[config.mk]
export PLATFORM = sky130hd
export DESIGN_NAME = bit_sync_loop_gain_config
export DESIGN_NICKNAME = d
export VERILOG_FILES = /design/src/verilog/bit_sync_pkg.sv /design/src/verilog/gain_select.sv /design/src/verilog/bit_sync_loop_gain_config.sv
export VERILOG_INCLUDE_DIRS = /design/src /design/src/verilog
export SDC_FILE = /design/constraint.sdc
export NUM_CORES = 1
export LEC_CHECK = 0
export BUFFER_PORTS_ARGS = -buffer_cell sky130_fd_sc_hd__buf_2
export CORE_MARGIN = 2
export CORE_UTILIZATION = 24
export CTS_CLUSTER_DIAMETER = 60
export DETAILED_ROUTE_END_ITERATION = 8
export PLACE_DENSITY_LB_ADDON = 0.3
export SYNTH_ARGS = -nofsm -noshare
export SYNTH_HDL_FRONTEND = slang
export SYNTH_SLANG_ARGS = --single-unit
[constraint.sdc]
create_clock -name ref_clk -period 1.25 [get_ports ref_clk]
set_input_delay 0.125 -clock ref_clk [delete_from_list [all_inputs] [get_ports ref_clk]]
set_output_delay 0.125 -clock ref_clk [all_outputs]
set_load 0.05 [all_outputs]
[src/verilog/bit_sync_defines.svh]
// Purpose: constants for the bit synchronisation loop gain configuration
// Assumes: 8-bit register reached over the device's serial configuration port
// Notes: gains are expressed in eighths of the base gain so that K/2 is exact
`ifndef BIT_SYNC_DEFINES_SVH
`define BIT_SYNC_DEFINES_SVH

// ============================================================
// register map
`define BIT_SYNC_CONFIG_ADDR   6'h1a
`define BIT_SYNC_CONFIG_RESET  8'h6c

// ============================================================
// field positions
`define PRE_KI_HI      7
`define PRE_KI_LO      6
`define PRE_KP_HI      5
`define PRE_KP_LO      4
`define POST_KI_BIT    3
`define POST_KP_BIT    2
`define LIMIT_HI       1
`define LIMIT_LO       0

// ============================================================
// gain scale: one base gain equals eight units
`define GAIN_ONE       6'h08
`define GAIN_HALF      6'h04

// ============================================================
// rate limit in units of 1/32 percent of nominal rate (3.125% = 100)
`define LIMIT_NONE     10'h000
`define LIMIT_3P125    10'h064
`define LIMIT_6P25     10'h0c8
`define LIMIT_12P5     10'h190

`endif

[src/verilog/bit_sync_pkg.sv]
// Purpose: shared types for the bit synchronisation configuration block
// Assumes: nothing beyond the defines header
// Notes: none
`default_nettype none
package bit_sync_pkg;
    typedef logic [5:0] gain_t;
    typedef logic [9:0] limit_t;
    typedef enum logic [0:0] {
        SEARCH = 1'b0,
        LOCKED = 1'b1
    } sync_phase_e;
endpackage
`default_nettype wire

[src/verilog/gain_select.sv]
// Purpose: turn register fields and sync phase into loop gains and rate clamp
// Assumes: combinational, fed from the config register flip-flops and the combinational next-phase decode
// Notes: gains in eighths of the base gain
`include "bit_sync_defines.svh"
`default_nettype none
module gain_select (
    input  wire logic [1:0]           pre_ki,
    input  wire logic [1:0]           pre_kp,
    input  wire logic                 post_ki,
    input  wire logic                 post_kp,
    input  wire logic [1:0]           limit_sel,
    input  wire logic                 locked,
    output logic      [5:0]           ki_gain,
    output logic      [5:0]           kp_gain,
    output logic      [9:0]           rate_limit
);
    // ============================================================
    // multiples of the base gain
    function automatic logic [5:0] multiple(input logic [1:0] code);
        logic [5:0] r;
        r = 6'h00;
        case (code)
            2'h0: r = `GAIN_ONE;
            2'h1: r = 6'(`GAIN_ONE * 2);
            2'h2: r = 6'(`GAIN_ONE * 3);
            2'h3: r = 6'(`GAIN_ONE * 4);
            default: r = `GAIN_ONE;
        endcase
        return r;
    endfunction

    always_comb begin
        ki_gain = multiple(pre_ki);
        kp_gain = multiple(pre_kp);
        if (locked && post_ki) begin
            ki_gain = `GAIN_HALF;
        end
        if (locked && post_kp) begin
            kp_gain = `GAIN_ONE;
        end
        case (limit_sel)
            2'h0: rate_limit = `LIMIT_NONE;
            2'h1: rate_limit = `LIMIT_3P125;
            2'h2: rate_limit = `LIMIT_6P25;
            2'h3: rate_limit = `LIMIT_12P5;
            default: rate_limit = `LIMIT_NONE;
        endcase
    end
endmodule // gain_select
`default_nettype wire

[src/verilog/bit_sync_loop_gain_config.sv]
// Purpose: bit synchronisation loop configuration register and gain steering
// Assumes: register port address, data and write strobe are synchronous to ref_clk
// Notes: carrier sense arrives from outside this clock domain and is synchronised
`include "bit_sync_defines.svh"
`default_nettype none
module bit_sync_loop_gain_config (
    input  wire logic                 ref_clk,
    input  wire logic                 rst_n,
    input  wire logic [5:0]           reg_addr,
    input  wire logic [7:0]           reg_wdata,
    input  wire logic                 reg_wr,
    output logic      [7:0]           reg_rdata,
    input  wire logic                 loops_carrier_gate,
    input  wire logic                 carrier_sense,
    input  wire logic                 sync_detected,
    input  wire logic                 search_start,
    output logic      [5:0]           ki_gain,
    output logic      [5:0]           kp_gain,
    output logic      [9:0]           rate_limit,
    output logic                      loops_frozen,
    output logic                      post_sync_active
);
    // ============================================================
    // register field map
    //   [7:6] pre-sync integral code      [5:4] pre-sync proportional code
    //   [3]   post-sync integral select   [2]   post-sync proportional select
    //   [1:0] rate offset limit code

    // ============================================================
    // address decode
    // one decode serves both the write path and the read path
    function automatic logic hits_config(input logic [5:0] addr);
        return (addr == `BIT_SYNC_CONFIG_ADDR);
    endfunction

    // ============================================================
    // configuration register
    logic [7:0] bit_sync_config;
    logic       config_write;

    assign config_write = reg_wr && hits_config(reg_addr);

    always_ff @(posedge ref_clk or negedge rst_n) begin
        if (!rst_n) begin
            bit_sync_config <= `BIT_SYNC_CONFIG_RESET;
        end else if (config_write) begin
            bit_sync_config <= reg_wdata;
        end
    end

    // ============================================================
    // register read port
    // reads of other addresses return zero; only this register lives here
    // the answer is registered, so it trails the address by one cycle
    always_ff @(posedge ref_clk or negedge rst_n) begin
        if (!rst_n) begin
            reg_rdata <= 8'h00;
        end else if (hits_config(reg_addr)) begin
            reg_rdata <= bit_sync_config;
        end else begin
            reg_rdata <= 8'h00;
        end
    end

    // ============================================================
    // register fields
    logic [1:0] pre_sync_integral_gain_sel;
    logic [1:0] pre_sync_proportional_gain_sel;
    logic       post_sync_integral_gain_sel;
    logic       post_sync_proportional_gain_sel;
    logic [1:0] rate_offset_limit;

    assign pre_sync_integral_gain_sel      = bit_sync_config[`PRE_KI_HI:`PRE_KI_LO];
    assign pre_sync_proportional_gain_sel  = bit_sync_config[`PRE_KP_HI:`PRE_KP_LO];
    assign post_sync_integral_gain_sel     = bit_sync_config[`POST_KI_BIT];
    assign post_sync_proportional_gain_sel = bit_sync_config[`POST_KP_BIT];
    assign rate_offset_limit               = bit_sync_config[`LIMIT_HI:`LIMIT_LO];

    // ============================================================
    // sync phase tracking
    // search: hunting for a sync word, pre-sync gains
    // locked: sync word found, post-sync selections apply
    bit_sync_pkg::sync_phase_e phase;
    bit_sync_pkg::sync_phase_e next_phase;
    logic                      new_search;

    // sync detect wins over a simultaneous search start so the event is not lost
    assign new_search = search_start && !sync_detected;

    always_comb begin
        next_phase = phase;
        case (phase)
            bit_sync_pkg::SEARCH: begin
                if (sync_detected) begin
                    next_phase = bit_sync_pkg::LOCKED;
                end
            end
            bit_sync_pkg::LOCKED: begin
                if (new_search) begin
                    next_phase = bit_sync_pkg::SEARCH;
                end
            end
            default: begin
                next_phase = bit_sync_pkg::SEARCH;
            end
        endcase
    end

    always_ff @(posedge ref_clk or negedge rst_n) begin
        if (!rst_n) begin
            phase <= bit_sync_pkg::SEARCH;
        end else begin
            phase <= next_phase;
        end
    end

    // gains follow the phase being entered, so the switch lands on the event cycle;
    // the price is a combinational path from the sync and search pulses to the gains
    logic locked;

    assign locked = (next_phase == bit_sync_pkg::LOCKED);

    // ============================================================
    // carrier sense synchroniser
    // carrier sense is not timed to ref_clk; only cs_sync may feed logic
    logic cs_meta;
    logic cs_sync;

    always_ff @(posedge ref_clk or negedge rst_n) begin
        if (!rst_n) begin
            cs_meta <= 1'b0;
            cs_sync <= 1'b0;
        end else begin
            cs_meta <= carrier_sense;
            cs_sync <= cs_meta;
        end
    end

    // ============================================================
    // loop freeze
    logic cs_seen;
    logic carrier_present;

    // once carrier is seen in a search the loops run until the next search;
    // carrier in the cycle of a search start still counts, so the set wins
    always_ff @(posedge ref_clk or negedge rst_n) begin
        if (!rst_n) begin
            cs_seen <= 1'b0;
        end else if (cs_sync) begin
            cs_seen <= 1'b1;
        end else if (search_start) begin
            cs_seen <= 1'b0;
        end
    end

    assign carrier_present = cs_sync || cs_seen;

    // ============================================================
    // gain steering
    logic [5:0] next_ki;
    logic [5:0] next_kp;
    logic [9:0] next_limit;

    gain_select u_gain_select (
        .pre_ki     (pre_sync_integral_gain_sel),
        .pre_kp     (pre_sync_proportional_gain_sel),
        .post_ki    (post_sync_integral_gain_sel),
        .post_kp    (post_sync_proportional_gain_sel),
        .limit_sel  (rate_offset_limit),
        .locked     (locked),
        .ki_gain    (next_ki),
        .kp_gain    (next_kp),
        .rate_limit (next_limit)
    );

    // ============================================================
    // loop gain outputs
    // not registered here: a register would delay the switch past the sync event;
    // the loop filter that consumes them registers them on use
    assign ki_gain          = next_ki;
    assign kp_gain          = next_kp;

    // ============================================================
    // rate clamp output
    // zero limit means no rate compensation at all, not a tiny window
    assign rate_limit       = next_limit;

    // ============================================================
    // status outputs
    // post_sync_active is high in the sync cycle itself, matching the gains
    assign post_sync_active = locked;

    // the gate comes from another register on this clock, so it needs no sync
    assign loops_frozen     = loops_carrier_gate && !carrier_present;
endmodule // bit_sync_loop_gain_config
`default_nettype wire

==> After elaboration in Yosys (flattened, before gate mapping) <==
Index checks and enable logic that the tools add are counted.
{ "word_totals": {"register_bits": 20, "latch_bits": 0, "mem_bits_rw": 0, "rom_bits": 0, "in_bits": 21, "out_inout_bits": 32, "wordCells": 40, "mem_count": 0} }
{ "classes": {"addsub": 0, "mul": 0, "div_mod_pow": 0, "magnitude_cmp": 0, "n_eq_ne": 10, "shift": 0, "muxes": 11, "n_bitwise": 1, "reduce_logical": 12} }
{ "ops": {"columns": ["op", "count"], "rows": [
  ["$pmux W6 S4", 2],
  ["$pmux W10 S4", 1],
  ["$eq A2 B2 Y1 const B", 6],
  ["$mux W6", 2],
  ["$mux W8", 1],
  ["$eq A2 B1 Y1 const B", 3],
  ["$eq A6 B5 Y1 const B", 1],
  ["$logic_not A2 Y1", 3],
  ["$logic_and A1 B1 Y1", 5],
  ["$mux W1", 4],
  ["$logic_not A1 Y1", 2],
  ["$pmux W1 S2", 1],
  ["$reduce_bool A2 Y1", 1],
  ["$logic_or A1 B1 Y1", 1],
  ["$not A1 Y1", 1]
]} }

==> Depth between registers and ports, before layout <==
{ "logic_depth": {"word_depth": 6, "ltp_mapped": 4, "depth_no_buf": 4} }

==> By module <==
Synthesis repeated with hierarchy kept, for this count alone.
{ "hier_totals": {"hier_cells": 79, "hier_area_um2": 1071.0} }
{ "modules_own_cells": {"columns": ["mod", "n_inst", "cells_each", "area_each_um2", "seq_area_each_um2"], "rows": [
  ["bit_sync_loop_gain_config", 1, 44, 779.5, 505.5],
  ["gain_select", 1, 35, 291.5, 0.0]
]} }

==> Worst setup path after synthesis <==
No wires, ideal clock.
{ "synth_timing": {"kind": "register -> output", "start": "register cs_sync", "end": "output port loops_frozen", "t_arrival_ns": 1.526, "required_time_ns": 1.125, "slack_ns": -0.401, "path_stages_with_launch": 2, "n_path_buf": 0, "path_cell_list": "dfrtp_1 nor3b_1"} }
{ "synth_via": {"elab_chain_len": 3} }
{ "synth_rtl": {"columns": ["item", "line_no", "source"], "rows": [
  ["start, declared", "bit_sync_loop_gain_config.sv:127", "logic cs_sync;"],
  ["start signal, assigned", "bit_sync_loop_gain_config.sv:135", "cs_sync <= cs_meta;"],
  ["$logic_or A1 B1 Y1", "bit_sync_loop_gain_config.sv:156", "assign carrier_present = cs_sync || cs_seen;"],
  ["$logic_not A1 Y1", "bit_sync_loop_gain_config.sv:194", "assign loops_frozen = loops_carrier_gate && !carrier_present;"],
  ["$logic_and A1 B1 Y1", "bit_sync_loop_gain_config.sv:194", null],
  ["end, declared", "bit_sync_loop_gain_config.sv:20", "output logic loops_frozen,"]
]} }
Every way passes these cells.

==> Worst setup path after layout <==
{ "layout_timing": {"start": "register bit_sync_config[6]", "end": "output port ki_gain[4]"} }
{ "layout_via": {"elab_chain_len": 3, "word_cells_on_any_way": 6, "classes_between": "eq/ne: 3; mux: 2; reduce/logical: 1"} }
{ "layout_rtl": {"columns": ["item", "line_no", "source"], "rows": [
  ["start, declared", "bit_sync_loop_gain_config.sv:38", "logic [7:0] bit_sync_config;"],
  ["start signal, assigned", "bit_sync_loop_gain_config.sv:45", "bit_sync_config <= `BIT_SYNC_CONFIG_RESET;"],
  ["start signal, assigned", "bit_sync_loop_gain_config.sv:47", "bit_sync_config <= reg_wdata;"],
  ["$eq A2 B2 Y1, or another cell as far along", "gain_select.sv:22", "case (code)"],
  ["$pmux W6 S4 (*)", "gain_select.sv:22", null],
  ["$mux W6 (*)", "gain_select.sv:35", "if (locked && post_ki) begin"],
  ["end, declared", "bit_sync_loop_gain_config.sv:17", "output logic [5:0] ki_gain,"]
]} }
Mark *: on every way between the ends. The rest lies on a longest branch, timed or not. The select of a mux whose other input is x is not followed.

==> flow_summary.json <==
{
  "status": "complete, but fails checks",
  "violations": "negative setup slack",
  "clk_latency_ns": 0.25,
  "worst_r2r_endpoint": "bit_sync_config[1]",
  "final.setup.worst_slack_ns": -0.2594,
  "path_cells": "inv_4, ha_4, and2_4, buf_8",
  "hold_depth": 2,
  "portBuffers": 44,
  "ys_types": 19,
  "stdcell_area_sq_um": 1689,
  "cts_buffers": 3,
  "start_kind": "flip-flop",
  "crit_slowest_cell": "dfstp_2",
  "post_dp_cell_area_sq_um": 1324,
  "die_h_um": 69.19,
  "synth.ff_latch_count": 20,
  "coreArea_sq_um": 4058,
  "crit_fanout": 2,
  "syn_inst": 83,
  "seq_area_frac_synth_pct": 49.57,
  "cts_root_buffer": "clkbuf_8",
  "synth_edf_count": 0,
  "power.density_nw_per_um2": 1247,
  "viasPerCell": 3.941,
  "maxSlewViolCount": 0,
  "htreeDepth": 1,
  "p_leak_nw": 0.8230,
  "min_period_over_period_pct": 120.8,
  "drive_gt1_share_pct": 77.54,
  "drc": 0,
  "setup_violations": 12,
  "peakVddDrop_v": 0.0006973,
  "max_stage_delay_ns": 0.56,
  "endpoint_kind": "output port",
  "clock_skew_ns": 0.003057,
  "synth_area_sq_um": 1020,
  "final_common_cell": "buf_2",
  "num_io_pins": 53,
  "cap_violations": 0,
  "ant_nets": 0,
  "min_from": "reg_wdata[4]",
  "whs_ns": 0.09947,
  "synth_top_flop_cell": "dfrtp_1",
  "hp-class": "primary input to flip-flop",
  "required_ns": 1.12,
  "critPathKind": "flip-flop to output port",
  "final_cell_mix": "28 x buf_2, 13 x dfrtp_1, 11 x buf_8",
  "grt_pass1_wl_mm": 3.836,
  "antenna_found_initial": 0,
  "fin_crit_ns": 1.509,
  "register_area_sq_um": 509.2,
  "finalHoldViolations": 0,
  "multi_input_area_sq_um": 576.8,
  "cts_tree": "yes",
  "wirelength_mm": 2.255,
  "max_freq_ghz": 0.6625,
  "clkTransAtPathRegs_ns": 0.07,
  "r2r_start": "bit_sync_config[1]",
  "first_pass_iters": 4,
  "avgSynthCellArea_sq_um": 12.29,
  "die-area_sq_um": 4787,
  "yosys_warnings": 0,
  "drt_first_iter_violations": 1,
  "area_growth_pct": 65.64,
  "rsz0062_at_grt": "true",
  "layout.nets": 169,
  "die_x_um": 69.19,
  "nFillCells": 383,
  "num_antenna_cells": 0,
  "numClockSinks": 20,
  "wl_per_cell_um": 11.99,
  "grt_util_all_layers_pct": 9.884,
  "synth_async_sr_flop_share_pct": 100.0,
  "initial_core_util_pct": 25.13,
  "first_global_vias": 840,
  "clk_path_buf_depth": 2,
  "gp_congestion": 0.6636,
  "rrSetupSlack_ns": 0.28,
  "r2r_cells": 2,
  "worstPathArrival_ns": 1.38,
  "rows": 23,
  "num_vias": 741,
  "grt_max_degree": 21,
  "min_to": "bit_sync_config[4]",
  "overflow": 0
}
## cells in the mapped netlist, drive strengths merged, types with 2 or more instances
cell type	count	share of area [%]
dfstp	4	10
and2	12	8.3
nand2	2	0.74
nor3b	2	1.5
dfrtp	16	39
mux2	8	8.8
buf	10	7.4
inv	9	3.3
or2	2	1.2
ha	9	11
o21ai	2	0.98
## report_power, final
| part | total, W | switching, W | leakage (nW) | internal, W |
|---|---|---|---|---|
| sequential | 0.000761 | 0.0000544 | 0.247 | 0.000706 |
| clock | 0.000426 | 0.000199 | 0.0228 | 0.000227 |
| combinational | 0.000920 | 0.000521 | 0.553 | 0.000399 |
## state kept, by name, indices dropped and copies added, names as in the netlist
signal / flops
bit_sync_config: 8
phase: 1
reg_rdata: 8
cs_seen: 1
cs_sync: 1
cs_meta: 1
## cell type report
cell class                      count  area share, %
Sequential cell                    20          30.15
Tap cell                           50          3.704
Timing Repair Buffer               54          26.89
Multi-Input combinational cell     51          34.15
Clock buffer                        4          2.667
Inverter                            9          2.444
## routing by layer
layer / track usage, % / part of all wire (%)
met2: 18.80 / 55
met3: 3.198 / 7.2
met4: 1.307 / 0.53
met1: 10.87 / 37
met5: 0 / 0
## worst max-delay path, delay by kind of cell, from the launching register on
family / cells / cell delay, ns
DFF: 1 / 0.56
adders and majority gates: 1 / 0.24
buffers and inverters: 2 / 0.19
and+or+nand+nor: 1 / 0.13
## worst max-delay path by stage
stage | slack [ns] | cells after the start | start | end
after floorplan | 0.01 | 3 | phase | kp_gain[5]
after global placement | -0.06 | 4 | bit_sync_config[6] | ki_gain[4]
after detailed placement | -0.09 | 4 | bit_sync_config[6] | ki_gain[4]
after CTS | -0.26 | 4 | bit_sync_config[6] | ki_gain[4]
after global routing | -0.31 | 4 | bit_sync_config[6] | ki_gain[4]
final | -0.26 | 4 | bit_sync_config[6] | ki_gain[4]
## kinds of logic (layout without fill, tap and decap cells)
family / Yosys count / after routing / share of synthesized area (%)
flops: 20 / 20 / 49.57
compound gates: 4 / 4 / 2.455
simple gates: 22 / 22 / 17.06
other cells: 1 / 8 / 0.3677
fa+ha+maj: 9 / 9 / 11.04
mux: 8 / 8 / 8.835
buf+inv: 19 / 67 / 10.67
## timing repair
action / in CTS / in global routing
hold buffers: 2 / 0
pin swaps: 6 / 7
setup endpoints to repair: 15 / 16
endpoints found under the hold margin: 17 / 0
setup buffers: 2 / 1
resized for setup: 63 / 18
## per-stage QoR
step / power [W] / setup WS, ns / setup TNS, ns / cells / utilization [%]
2_1_floorplan: 0.001243 / 0.009995 / 0 / 90 / -
3_3_place_gp: 0.001361 / -0.06036 / -0.1827 / 179 / 32.62
3_5_place_dp: 0.001379 / -0.09126 / -0.3150 / 179 / 32.62
4_1_cts: 0.002060 / -0.2644 / -1.801 / 187 / 39.81
5_1_grt: 0.002224 / -0.3108 / -2.375 / 188 / 41.63
6_report: 0.002106 / -0.2594 / -1.762 / 188 / 41.63
(Power assumes the default switching activity.)
